$ cat src/core/led_pins_defines.svh
`ifndef LED_PINS_DEFINES_SVH
`define LED_PINS_DEFINES_SVH
// Register byte offsets
`define OFS_PIN_DIR 12'h000
`define OFS_PIN_DATA 12'h004
`define OFS_PIN_LEVEL 12'h008
`define OFS_INT_ROUTE 12'h00c
`define OFS_INT_CAUSE 12'h010
`define OFS_LINK_STATUS 12'h014
// Reset values
`define RST_PIN_DIR 4'h0
`define RST_PIN_DATA 4'h0
`define RST_INT_ROUTE 2'h0
// Activity flash length
`define ACT_FLASH_NS 50000000
`define ACT_FLASH_CYCLES ((`ACT_FLASH_NS + 4) / 5)
`endif

$ cat src/core/led_pins_pkg.sv
package led_pins_pkg;
  typedef enum logic [1:0] {speed_ten, speed_hundred, speed_gigabit} link_speed_e;
  typedef logic [3:0] pin_vec_t;
endpackage

$ cat src/core/status_leds_and_soft_pins.sv
// The register addresses and register access over APB were left to the implementer.
`timescale 1ns/10ps
`include "led_pins_defines.svh"
module status_leds_and_soft_pins #(
  parameter int unsigned FLASH_CYCLES = `ACT_FLASH_CYCLES
) (
  input wire logic pclk,
  input wire logic presetn,
  input wire logic psel,
  input wire logic penable,
  input wire logic pwrite,
  input wire logic [11:0] paddr,
  input wire logic [31:0] pwdata,
  output logic [31:0] prdata,
  output logic pready,
  output logic pslverr,
  input wire logic rx_frame_done,
  input wire logic rx_addr_match,
  input wire logic link_up,
  input wire led_pins_pkg::link_speed_e link_speed,
  input wire logic eeprom_load,
  input wire led_pins_pkg::pin_vec_t eeprom_pin_dir,
  input wire led_pins_pkg::pin_vec_t soft_defined_pin_in,
  output led_pins_pkg::pin_vec_t soft_defined_pin_out,
  output led_pins_pkg::pin_vec_t soft_defined_pin_oe_n,
  output logic [1:0] gp_int_cause,
  output logic rx_activity_led_n,
  output logic link_led_n,
  output logic speed_hundred_led_n,
  output logic speed_gigabit_led_n
);
  import led_pins_pkg::*;
  // Pin vector bits: [3:2] = pins 7:6, [1:0] = pins 1:0; pin five absent
  pin_vec_t pin_dir;
  pin_vec_t pin_data;
  pin_vec_t pin_level;
  pin_vec_t level_prev;
  logic [1:0] int_route;
  logic [1:0] int_cause;
  logic act_lit;

  // Bus decode; any mapped offset answers without wait states
  wire logic wr_en = psel && penable && pwrite;
  wire logic rd_en = psel && penable && !pwrite;
  wire logic sel_dir = (paddr == `OFS_PIN_DIR);
  wire logic sel_data = (paddr == `OFS_PIN_DATA);
  wire logic sel_level = (paddr == `OFS_PIN_LEVEL);
  wire logic sel_route = (paddr == `OFS_INT_ROUTE);
  wire logic sel_cause = (paddr == `OFS_INT_CAUSE);
  wire logic sel_link = (paddr == `OFS_LINK_STATUS);
  wire logic mapped = sel_dir || sel_data || sel_level || sel_route || sel_cause || sel_link;
  wire logic act_hit = rx_frame_done && rx_addr_match;
  // Edge on an upper pin that is an input and routed
  wire logic [1:0] pin_event = (pin_level[3:2] ^ level_prev[3:2]) & ~pin_dir[3:2] & int_route;
  // Cause write-one-to-clear; a new event wins over the clear
  wire logic [1:0] cause_clr = (wr_en && sel_cause) ? pwdata[1:0] : 2'h0;
  wire logic [1:0] next_cause = (int_cause & ~cause_clr) | pin_event;
  logic [31:0] rd_mux;

  // Unmapped offsets read as zero
  always_comb begin
    rd_mux = 32'h0;
    if (sel_dir) begin
      rd_mux = {28'h0, pin_dir};
    end else if (sel_data) begin
      rd_mux = {28'h0, pin_data};
    end else if (sel_level) begin
      rd_mux = {28'h0, pin_level};
    end else if (sel_route) begin
      rd_mux = {30'h0, int_route};
    end else if (sel_cause) begin
      rd_mux = {30'h0, int_cause};
    end else if (sel_link) begin
      rd_mux = {28'h0, link_speed, act_lit, link_up};
    end
  end

  // EEPROM load beats a bus write in the same cycle
  always_ff @(posedge pclk or negedge presetn) begin
    if (!presetn) begin
      pin_dir <= `RST_PIN_DIR;
    end else if (eeprom_load) begin
      pin_dir <= eeprom_pin_dir;
    end else if (wr_en && sel_dir) begin
      pin_dir <= pwdata[3:0];
    end
  end

  always_ff @(posedge pclk or negedge presetn) begin
    if (!presetn) begin
      pin_data <= `RST_PIN_DATA;
      int_route <= `RST_INT_ROUTE;
      int_cause <= 2'h0;
      pin_level <= 4'h0;
      level_prev <= 4'h0;
      prdata <= 32'h0;
    end else begin
      if (wr_en && sel_data) begin
        pin_data <= pwdata[3:0];
      end
      if (wr_en && sel_route) begin
        int_route <= pwdata[1:0];
      end
      int_cause <= next_cause;
      // One stage only: pins are taken as synchronous to pclk
      pin_level <= soft_defined_pin_in;
      level_prev <= pin_level;
      // Read data holds until the next read
      if (rd_en) begin
        prdata <= rd_mux;
      end
    end
  end

  // A new address-matched frame restarts the flash, so steady traffic stays lit
  led_flash #(
    .CYCLES(FLASH_CYCLES)
  ) u_act_flash (
    .pclk(pclk),
    .presetn(presetn),
    .trigger(act_hit),
    .lit(act_lit)
  );

  // Access phase answers immediately; no wait states
  assign pready = psel && penable;
  assign pslverr = psel && penable && !mapped;
  // Enable low means driving; only pins set as outputs drive
  assign soft_defined_pin_oe_n = ~pin_dir;
  assign soft_defined_pin_out = pin_data;
  assign gp_int_cause = int_cause;
  // Indicators pull low to light; link ones follow the inputs directly
  assign rx_activity_led_n = !act_lit;
  assign link_led_n = !link_up;
  assign speed_hundred_led_n = !(link_up && link_speed == speed_hundred);
  assign speed_gigabit_led_n = !(link_up && link_speed == speed_gigabit);
  // pin five intentionally has no port here

  // Indicator checks
  act_flash_a: assert property (@(posedge pclk) disable iff (!presetn)
    act_hit |=> !rx_activity_led_n)
    else $error("activity LED not lit");
  act_ignore_a: assert property (@(posedge pclk) disable iff (!presetn)
    rx_frame_done && !rx_addr_match && rx_activity_led_n |=> rx_activity_led_n)
    else $error("foreign frame lit LED");
  // Only a qualifying frame may light a dark activity LED
  act_quiet_a: assert property (@(posedge pclk) disable iff (!presetn)
    rx_activity_led_n && !act_hit |=> rx_activity_led_n)
    else $error("activity LED lit without frame");
  link_led_a: assert property (@(posedge pclk) disable iff (!presetn)
    link_led_n == !link_up)
    else $error("link LED mismatch");
  hundred_led_a: assert property (@(posedge pclk) disable iff (!presetn)
    !speed_hundred_led_n |-> link_up && link_speed == speed_hundred)
    else $error("hundred LED wrong");
  hundred_on_a: assert property (@(posedge pclk) disable iff (!presetn)
    link_up && link_speed == speed_hundred |-> !speed_hundred_led_n)
    else $error("hundred LED dark");
  gigabit_led_a: assert property (@(posedge pclk) disable iff (!presetn)
    !speed_gigabit_led_n |-> link_up && link_speed == speed_gigabit)
    else $error("gigabit LED wrong");
  gigabit_on_a: assert property (@(posedge pclk) disable iff (!presetn)
    link_up && link_speed == speed_gigabit |-> !speed_gigabit_led_n)
    else $error("gigabit LED dark");

  // Pin direction and data checks
  reset_input_a: assert property (@(posedge pclk)
    !presetn ##1 !presetn |-> soft_defined_pin_oe_n == 4'hf)
    else $error("pins not inputs in reset");
  dir_write_a: assert property (@(posedge pclk) disable iff (!presetn)
    wr_en && sel_dir && !eeprom_load |=> soft_defined_pin_oe_n == ~$past(pwdata[3:0]))
    else $error("direction write lost");
  dir_hold_a: assert property (@(posedge pclk) disable iff (!presetn)
    !eeprom_load && !(wr_en && sel_dir) |=> $stable(soft_defined_pin_oe_n))
    else $error("direction changed unasked");
  eeprom_dir_a: assert property (@(posedge pclk) disable iff (!presetn)
    eeprom_load |=> pin_dir == $past(eeprom_pin_dir))
    else $error("EEPROM override lost");
  out_drive_a: assert property (@(posedge pclk) disable iff (!presetn)
    wr_en && sel_data |=> soft_defined_pin_out == $past(pwdata[3:0]))
    else $error("pin data not driven");
  data_hold_a: assert property (@(posedge pclk) disable iff (!presetn)
    !(wr_en && sel_data) |=> $stable(soft_defined_pin_out))
    else $error("pin data changed unasked");
  level_read_a: assert property (@(posedge pclk) disable iff (!presetn)
    rd_en && sel_level |=> prdata[3:0] == $past(soft_defined_pin_in, 2))
    else $error("pin level read wrong");

  // Interrupt cause checks; a new event wins over a clear
  cause_set_a: assert property (@(posedge pclk) disable iff (!presetn)
    pin_event[0] |=> gp_int_cause[0])
    else $error("interrupt cause missed");
  cause_hold_a: assert property (@(posedge pclk) disable iff (!presetn)
    gp_int_cause[0] && !(wr_en && sel_cause && pwdata[0]) |=> gp_int_cause[0])
    else $error("interrupt cause dropped");
  cause_clear_a: assert property (@(posedge pclk) disable iff (!presetn)
    wr_en && sel_cause && pwdata[0] && !pin_event[0] |=> !gp_int_cause[0])
    else $error("interrupt cause not cleared");
  output_quiet_a: assert property (@(posedge pclk) disable iff (!presetn)
    pin_dir[2] && !gp_int_cause[0] |=> !gp_int_cause[0])
    else $error("output pin raised cause");
  unrouted_quiet_a: assert property (@(posedge pclk) disable iff (!presetn)
    !int_route[0] && !gp_int_cause[0] |=> !gp_int_cause[0])
    else $error("unrouted pin raised cause");

  // Main scenarios
  act_cover: cover property (@(posedge pclk) act_hit);
  gig_cover: cover property (@(posedge pclk) !speed_gigabit_led_n);
  hundred_cover: cover property (@(posedge pclk) !speed_hundred_led_n);
  eeprom_cover: cover property (@(posedge pclk) eeprom_load);
  cause_cover: cover property (@(posedge pclk) pin_event != 2'h0);
endmodule

$ cat src/core/led_flash.sv
`timescale 1ns/10ps
module led_flash #(
  parameter int unsigned CYCLES = 10000000
) (
  input wire logic pclk,
  input wire logic presetn,
  input wire logic trigger,
  output logic lit
);
  logic [31:0] count;
  always_ff @(posedge pclk or negedge presetn) begin
    if (!presetn) begin
      count <= 32'h0;
    end else if (trigger) begin
      count <= CYCLES[31:0];
    end else if (count != 32'h0) begin
      count <= count - 32'h1;
    end
  end
  assign lit = (count != 32'h0);
endmodule

$ cat config.mk
export PLATFORM = sky130hd
export DESIGN_NAME = status_leds_and_soft_pins
export DESIGN_NICKNAME = d
export VERILOG_FILES = /design/src/core/led_pins_pkg.sv /design/src/core/status_leds_and_soft_pins.sv /design/src/core/led_flash.sv
export VERILOG_INCLUDE_DIRS = /design/src /design/src/core
export SDC_FILE = /design/constraint.sdc
export NUM_CORES = 1
export LEC_CHECK = 0
export BUFFER_PORTS_ARGS = -buffer_cell sky130_fd_sc_hd__buf_2
export CORE_UTILIZATION = 47
export CTS_BUF_LIST = sky130_fd_sc_hd__clkbuf_4 sky130_fd_sc_hd__clkbuf_8
export DETAILED_ROUTE_END_ITERATION = 8
export GPL_TIMING_DRIVEN = 1
export PLACE_DENSITY_LB_ADDON = 0.25
export SLEW_MARGIN = 0
export SYNTH_ARGS = -nofsm -noshare
export SYNTH_HDL_FRONTEND = slang
export SYNTH_SLANG_ARGS = --single-unit
$ cat constraint.sdc
create_clock -name pclk -period 2.2 [get_ports pclk]
set_input_delay 0.11 -clock pclk [delete_from_list [all_inputs] [get_ports pclk]]
set_output_delay 0.11 -clock pclk [all_outputs]
set_load 0.005 [all_outputs]
Yosys cells after proc, flatten, opt, wreduce, memory -nomap -nowiden. Cells that the tools add are included.

Bits in registers: 84. Input port bits: 63. Output and inout port bits: 48. Logic and storage cells: 61.

Add/sub/neg operators: 1. Equality and inequality tests: 7. Mux-type cells: 11. Bitwise operators: 8. Reduce and logical (&&, ||, !) cells: 26.

Operators by type and width (number): $mux W32 (3); $reduce_bool A32 Y1 (1); $sub A32 B1 Y32 const B (1); $mux W4 (7); $eq A12 B4 Y1 const B (2); $eq A12 B5 Y1 const B (2); $eq A12 B3 Y1 const B (1); $logic_not A12 Y1 (1); $logic_and A1 B1 Y1 (11); $and A2 B2 Y2 (3); $logic_not A1 Y1 (6); $logic_or A1 B1 Y1 (5); $not A2 Y2 (2); $not A4 Y4 (1); $reduce_bool A2 Y1 (2); $eq A2 B1 Y1 const B (1); $eq A2 B2 Y1 const B (1); $mux W2 (1); $or A2 B2 Y2 (1); $xor A2 B2 Y2 (1).

Depth between registers and ports, before layout. Gate-level depths: netlist of run 1.

Depth after elaboration: 8. Mapped depth: 9. Depth with buffers taken out: 8.

Cells and area by module. From an unflattened synthesis of run 1, not the netlist that was laid out.

Cells, all modules: 325. Area, all modules: 3174.3 um^2.

Modules (own cells, without submodules): led_flash (times used 1, cells each 188, area an instance 1784.2 um^2, seq. area each 800.8 um^2); status_leds_and_soft_pins (times used 1, cells each 137, area an instance 1390.1 um^2, seq. area each 550.5 um^2).

Worst setup path after synthesis of run 1. Ideal clock, no wire load.

Path type: flip-flop to flip-flop. Start: register u_act_flash.count[0]. End: register u_act_flash.count[10]. Setup time: 0.131 ns. Arrival: 1.903 ns. Data required time: 2.069 ns. Path slack: 0.166 ns. Cell stages (with the launch flop): 9. Buffers on the path: 1. Clock period less this slack: 2.034 ns. Cells stage by stage: dfrtp_1 -> inv_1 -> ha_1 -> nor3b_2 -> and2_1 -> buf_2 -> o21ai_0 -> o31a_1 -> or3_1.

Cells in the longest elaborated chain, start to end: 3. Elaborated cells between the ends (all ways): 5. Classes of those cells: add/sub: 1; mux: 2; reduce/logical: 2.

Ends and longest elaborated chain: from (decl) (RTL line led_flash.sv:10) `logic [31:0] count;`; from (signal assigned) (RTL line led_flash.sv:15) `count <= CYCLES[31:0];`; from (signal assigned) (RTL line led_flash.sv:17) `count <= count - 32'h1;`; $sub A32 B1 Y32 (RTL line led_flash.sv:17); $mux W32 (RTL line led_flash.sv:16) `end else if (count != 32'h0) begin`; $mux W32 (RTL line led_flash.sv:14) `end else if (trigger) begin`.

Several ways; a longest one is shown, not always the timed one. The select of a mux whose other input is x is not followed. A chain may end at the register's enable or synchronous reset.

Worst setup path after layout of run 1.
Start: register u_act_flash.count[1]. End: register u_act_flash.count[29].

Same word-level chain as after synthesis.

==> impl_metrics.py, run 1 <==
metrics = {
    "worst_setup_path": {
        "critPathCaptureType": "register",
        "crit_fanout": 5,
        "crit_type": "register to register",
        "worstSetupStartpointType": "register",
        "required_ns": 2.43,
        "worstPathArrival_ns": 2.36,
    },
    "final_layout": {
        "fill_cells": 580,
        "num-nets-final": 478,
        "final_core_utilization_pct": 58.3,
        "area_delta_synth_final_pct": 18.6,
        "drive_gt1_share_pct": 27.7,
        "antenna_cells": 0,
    },
    "detailed_routing": {
        "finalWirelength_um": 6810,
        "firstDrtPassIters": 5,
        "top_layer_used": "met4",
        "avgViaCountPerCell": 5.46,
        "route.met2.wl_um": 3310,
        "vias": 2684,
        "dr.first_iter.drc_count": 129,
        "wl_per_cell_um": 13.8,
        "wl_met1_um": 2950,
        "antenna_left": 0,
        "drcViolationCount": 0,
        "route.met3.wl_um": 390,
    },
    "clocking": {
        "clk_pin_slew_ns": 0.09,
        "cts-htree-levels": 2,
        "cts_tree": "built",
        "insertion_delay_ns": 0.31,
        "cts_inserted_buffers": 5,
        "cts_max_path_buffers": 2,
        "clock_sinks": 54,
        "root_buffer": "clkbuf_8",
    },
    "global_routing": {
        "grt_pass1_wl_um": 11200,
        "grt_use_total_pct": 19.7,
        "antenna_found_initial": 0,
        "grt-ovfl-total": 0,
        "grt_pass1_vias": 2438,
        "grt_max_degree": 26,
    },
    "sta": {
        "hold_viol_final": 0,
        "layout_min_cycle_time_ns": 2.12,
        "finalSetupViolations": 0,
        "maxSlewViolCount": 0,
        "worst_hold_slack_ns": 0.0288,
        "max_freq_mhz": 471,
        "max_slew_margin_pct": 40.6,
        "skew_ns": 0.00524,
        "tightest_slew_ns": 0.891,
        "fin_crit_sh_pct": 96.5,
    },
    "floorplanning": {
        "fp.dieW_um": 83.7,
        "num_io_pins": 111,
        "core.rowCount": 29,
        "die_h_um": 83.7,
        "initial_core_util_pct": 49.2,
        "core_area_um2": 6390,
        "fp.dieArea_um2": 7010,
    },
    "hold_path": {
        "hold_path.class": "primary input to register",
    },
    "power": {
        "p_sw_mw": 0.694,
        "p_clk_share_pct": 28.6,
        "power_density_nw_per_um2": 632,
        "switching_share_pct": 29.5,
        "p_seq_share_pct": 50.8,
        "p_int_mw": 1.66,
        "total_power_mw": 2.36,
        "comb_power_share_pct": 20.6,
        "leakage_nw": 1.68,
        "ir_worst_vdd_mv": 0.339,
    },
    "placed_design": {
        "dp_hpwl_um": 4940,
        "gp_congestion": 0.828,
        "io_buffers": 54,
    },
    "logic_synthesis": {
        "synth-seq-cells": 54,
        "synth_warnings": 0,
        "ys_seq_area_share_pct": 43.0,
        "async_flop_share_pct": 100,
        "syn_avg_cell_area_um2": 9.24,
        "synthDistinctLibCells": 49,
        "synth_edf_count": 0,
        "ys.flop_type": "dfrtp_1",
        "syn_inst": 340,
        "synth_area_um2": 3140,
    },
    "run_status": {
        "status": "complete, no violations",
    },
    "flow_run": {
        "maxCapViolCount": 0,
    },
}
==> cell type report <==
class | count | area [µm²] | share of cell area, %
inverters | 12 | 47.5 | 1.28
well taps | 77 | 96.3 | 2.59
clock inverters | 2 | 37.5 | 1.01
clock buffers | 6 | 76.3 | 2.05
multi-input cells | 261 | 1640 | 44.0
repair buffers | 80 | 478 | 12.8
flip-flops and latches | 54 | 1350 | 36.3
==> critical path, cell delays in order (launching register included) <==
cell and delay, ns:
dfrtp_1 0.45, nor4_2 0.41, nand4_2 0.20, or4_1 0.53, or3_1 0.32, a21oi_1 0.14
==> path summary, 6_finish.rpt <==
path,to,from,slack [ns],cells after the start
worst min-delay path,pin_dir[3],eeprom_pin_dir[3],0.03,2
max in group asynchronous,u_act_flash.count[17],presetn,1.26,3
worst max-delay path,u_act_flash.count[29],u_act_flash.count[1],0.08,5
worst min register to register,level_prev[2],pin_level[2],0.42,0
min in group asynchronous,prdata[3],presetn,0.29,2
worst max register to register,u_act_flash.count[29],u_act_flash.count[1],0.08,5
==> cells in the final DEF (no fill, tap or decap), drive strengths merged, types with 5 or more instances in the layout <==
cell type / count
nand4: 10
o21ai: 20
a21oi: 20
nand2b: 7
mux2: 14
or4: 7
nor4: 11
xor2: 13
dfrtp: 54
inv: 12
conb: 28
nand3: 7
dlygate4sd3: 5
nand2: 19
nor3: 12
clkbuf: 6
or3: 11
nor2: 33
o211ai: 5
a31oi: 5
buf: 75
and3: 5
==> sequential cells by signal, summed over array words and instances, names as in the netlist <==
name and count:
gp_int_cause 2, int_route 2, level_prev 2, pin_dir 4
pin_level 4, prdata 4, soft_defined_pin_out 4, u_act_flash.count 32
==> repair_timing <==
action / 4_1_cts / 5_1_grt
pin swaps: 0 / 3
hold buffers: 5 / 0
hold endpoints to repair: 26 / 0
setup buffers: 0 / 3
setup endpoints to repair: 1 / 10
resized for setup: 2 / 12
==> metal layers <==
metal,global-route usage (%),vias to the layer above
li1,-,1316
met1,25.4,1270
met2,33.2,86
met3,3.56,12
met4,6.93,0
met5,0,-
==> logic make-up (layout without fill, tap and decap cells) <==
| kind of cell | count (synthesis) | after routing | synth area share (%) |
|---|---|---|---|
| DFF | 54 | 54 | 43.0 |
| muxes | 16 | 16 | 5.66 |
| buffers and inverters | 52 | 100 | 9.64 |
| adders and majority gates | 1 | 1 | 0.398 |
| and+or+nand+nor | 136 | 136 | 24.4 |
| xor gates and xnor gates | 16 | 16 | 4.46 |
| AOI/OAI and AO/OA | 64 | 64 | 12.3 |
| other | 1 | 28 | 0.119 |
==> synth_stat cells, types with 5 or more instances <==
library cell  instances  area, µm²
nor2_1               33        124
nand2_1              19       71.3
a31oi_1               5       31.3
nor3_1               11       55.1
o211ai_1              5       37.5
dfrtp_1              54       1350
nor4_1                9       56.3
inv_1                11       41.3
nand4_1               9       56.3
o21ai_0              18       90.1
or3_1                11       68.8
buf_4                28        210
or4_1                 7       52.6
and3_1                5       31.3
xor2_1               13        114
a21oi_1              20        100
clkbuf_1              8       30.0
nand2b_1              7       43.8
nand3_1               7       35.0
mux2_2               14        158
==> metrics by stage <==
step | setup slack, ns | instances | setup TNS, ns | cell area [µm²]
after floorplan | 0.166 | 367 | 0 | 3240
after global placement | 0.0905 | 476 | 0 | 3490
after detailed placement | 0.0550 | 476 | 0 | 3490
after CTS | 0.0262 | 489 | 0 | 3660
after global routing | -0.0292 | 492 | -0.0398 | 3730
final | 0.0760 | 492 | 0 | 3730
==> power groups by stage <==
stage               clock network [mW]  logic, mW  registers (mW)
floorplan                            0      0.301            1.19
global placement                     0      0.428            1.20
detailed placement                   0      0.440            1.20
CTS                              0.703      0.454            1.19
global route                     0.739      0.552            1.21
finish                           0.673      0.485            1.20
(Power assumes the default switching activity.)
==> inputs of run 2 (changes only) <==
--- a/config.mk
+++ b/config.mk
@@ -6,8 +6,9 @@
 export SDC_FILE = /design/constraint.sdc
 export NUM_CORES = 1
 export LEC_CHECK = 0
+export ABC_CLOCK_PERIOD_IN_PS = 2500
 export BUFFER_PORTS_ARGS = -buffer_cell sky130_fd_sc_hd__buf_2
-export CORE_UTILIZATION = 47
+export CORE_UTILIZATION = 56
 export CTS_BUF_LIST = sky130_fd_sc_hd__clkbuf_4 sky130_fd_sc_hd__clkbuf_8
 export DETAILED_ROUTE_END_ITERATION = 8
 export GPL_TIMING_DRIVEN = 1
==> constraint.sdc (replaced) <==
create_clock -name pclk -period 2.5 [get_ports pclk]
set_input_delay 0.125 -clock pclk [delete_from_list [all_inputs] [get_ports pclk]]
set_output_delay 0.125 -clock pclk [all_outputs]
set_load 0.005 [all_outputs]
==> impl_metrics.py, run 2 (synthesized netlist as in run 1, its figures left out) <==
metrics = {
    "run_status": {
        "status": "complete, no violations",
    },
    "sta": {
        "skew_ns": 0.00989,
        "fin_ws_ns": 0.207,
        "max_freq_mhz": 436,
        "fin_setup_tns_ns": 0,
        "fin_crit_sh_pct": 91.7,
        "hold_viol_final": 0,
        "maxSlewViolCount": 0,
        "worst_hold_slack_ns": 0.0388,
        "max_slew_margin_pct": 40.2,
        "rsz0062_at_grt": "no",
        "layout_min_cycle_time_ns": 2.29,
        "finalSetupViolations": 0,
        "tightest_slew_ns": 0.896,
    },
    "final_layout": {
        "num-nets-final": 467,
        "fill_cells": 455,
        "largest_reg_flops": 32,
        "layout.cells.non_filler": 474,
        "antenna_cells": 0,
        "drive_gt1_share_pct": 24.3,
        "area_delta_synth_final_pct": 14.7,
        "final_core_utilization_pct": 68.8,
        "top_register": "u_act_flash.count",
        "final_area_um2": 3600,
        "final_cell_mix": "54 x dfrtp_1, 54 x buf_2, 33 x nor2_1",
    },
    "worst_setup_path": {
        "regToRegStartpoint": "u_act_flash.count[10]",
        "cp-startpoint": "u_act_flash.count[0]",
        "r2r_slack_ns": 0.24,
        "crit_fanout": 7,
        "worstSetupStartpointType": "register",
        "worstPathArrival_ns": 2.17,
        "r2r_cells": 5,
        "crit_type": "register to output pin",
        "r2r-end": "u_act_flash.count[29]",
        "required_ns": 2.38,
        "critPathCaptureType": "output pin",
    },
    "hold_path": {
        "hold_depth": 2,
        "hold_path.class": "primary input to register",
        "min_from": "eeprom_pin_dir[2]",
        "hold_path_end": "pin_dir[2]",
    },
    "clocking": {
        "cts-htree-levels": 2,
        "postCtsSetupBuffers": 0,
        "cts_tree": "built",
        "clk_pin_slew_ns": 0.10,
        "clock_sinks": 54,
        "cts_inserted_buffers": 5,
        "cts_max_path_buffers": 2,
        "root_buffer": "clkbuf_8",
        "insertion_delay_ns": 0.31,
    },
    "detailed_routing": {
        "vias": 2677,
        "avgViaCountPerCell": 5.65,
        "drcViolationCount": 0,
        "firstDrtPassIters": 4,
        "finalWirelength_um": 6640,
        "dr.first_iter.drc_count": 82,
        "antenna_left": 0,
        "wl_per_cell_um": 14.0,
    },
    "global_routing": {
        "grt-ovfl-total": 0,
        "grt_max_degree": 32,
        "antenna_found_initial": 0,
        "grt_pass1_wl_um": 11200,
        "grt_pass1_vias": 2533,
        "grt_use_total_pct": 23.8,
    },
    "power": {
        "total_power_mw": 2.00,
        "power_density_nw_per_um2": 554,
        "leakage_nw": 1.63,
        "ir_worst_vdd_mv": 0.368,
    },
    "floorplanning": {
        "initial_core_util_pct": 60.0,
        "fp.dieArea_um2": 5910,
        "core.rowCount": 26,
        "fp.dieW_um": 76.9,
        "core_area_um2": 5240,
        "die_h_um": 76.9,
        "num_io_pins": 111,
    },
    "placed_design": {
        "dp.cells": 461,
        "gp_congestion": 0.838,
        "placed_cell_area_um2": 3420,
        "dp_hpwl_um": 4940,
        "preCtsSetupSlack_ns": 0.247,
        "io_buffers": 54,
    },
    "flow_run": {
        "maxCapViolCount": 0,
    },
}
## run 2: per-layer routing
layer / part of all wire [%] / vias up / GRT usage (%)
met2: 51 / 72 / 42.4
met1: 43 / 1301 / 28.0
met5: 0 / - / 0
met4: 1.9 / 0 / 9.23
li1: - / 1292 / -
met3: 4.4 / 12 / 4.64
## run 2: cell type report
| class | instances | area [µm²] | share of cell area (%) |
|---|---|---|---|
| Clock buffer | 6 | 76.3 | 2.12 |
| Sequential cell | 54 | 1350 | 37.5 |
| Timing Repair Buffer | 69 | 395 | 11.0 |
| Inverter | 12 | 45.0 | 1.25 |
| Clock inverter | 2 | 37.5 | 1.04 |
| Multi-Input combinational cell | 261 | 1610 | 44.7 |
| Tap cell | 70 | 87.6 | 2.43 |
## run 2: how the worst max path moves through the flow
stage,end,slack [ns],depth (start not counted)
final,rx_activity_led_n,0.21,7
after global routing,rx_activity_led_n,0.08,7
after CTS,rx_activity_led_n,0.03,5
after detailed placement,u_act_flash.count[29],0.25,5
after global placement,u_act_flash.count[0],0.31,6
after floorplan,u_act_flash.count[10],0.47,8
## run 2: where the power goes
part | internal, mW | switching [mW] | leakage, nW
combinational | 0.166 | 0.188 | 0.899
clock | 0.310 | 0.277 | 0.0548
sequential | 0.947 | 0.109 | 0.677
## run 2: timing repair
action | CTS | global route
resized for setup | 0 | 4
hold endpoints to repair | 33 | 0
endpoints found under the setup margin | 0 | 1
hold buffers | 5 | 0
## run 2: critical path: stages, from the launching register on
cell and delay (ns):
dfrtp_1 0.42, inv_1 0.10, ha_1 0.17, nor3b_2 0.30, nand2_1 0.20, or3_4 0.46, inv_2 0.10, buf_2 0.11
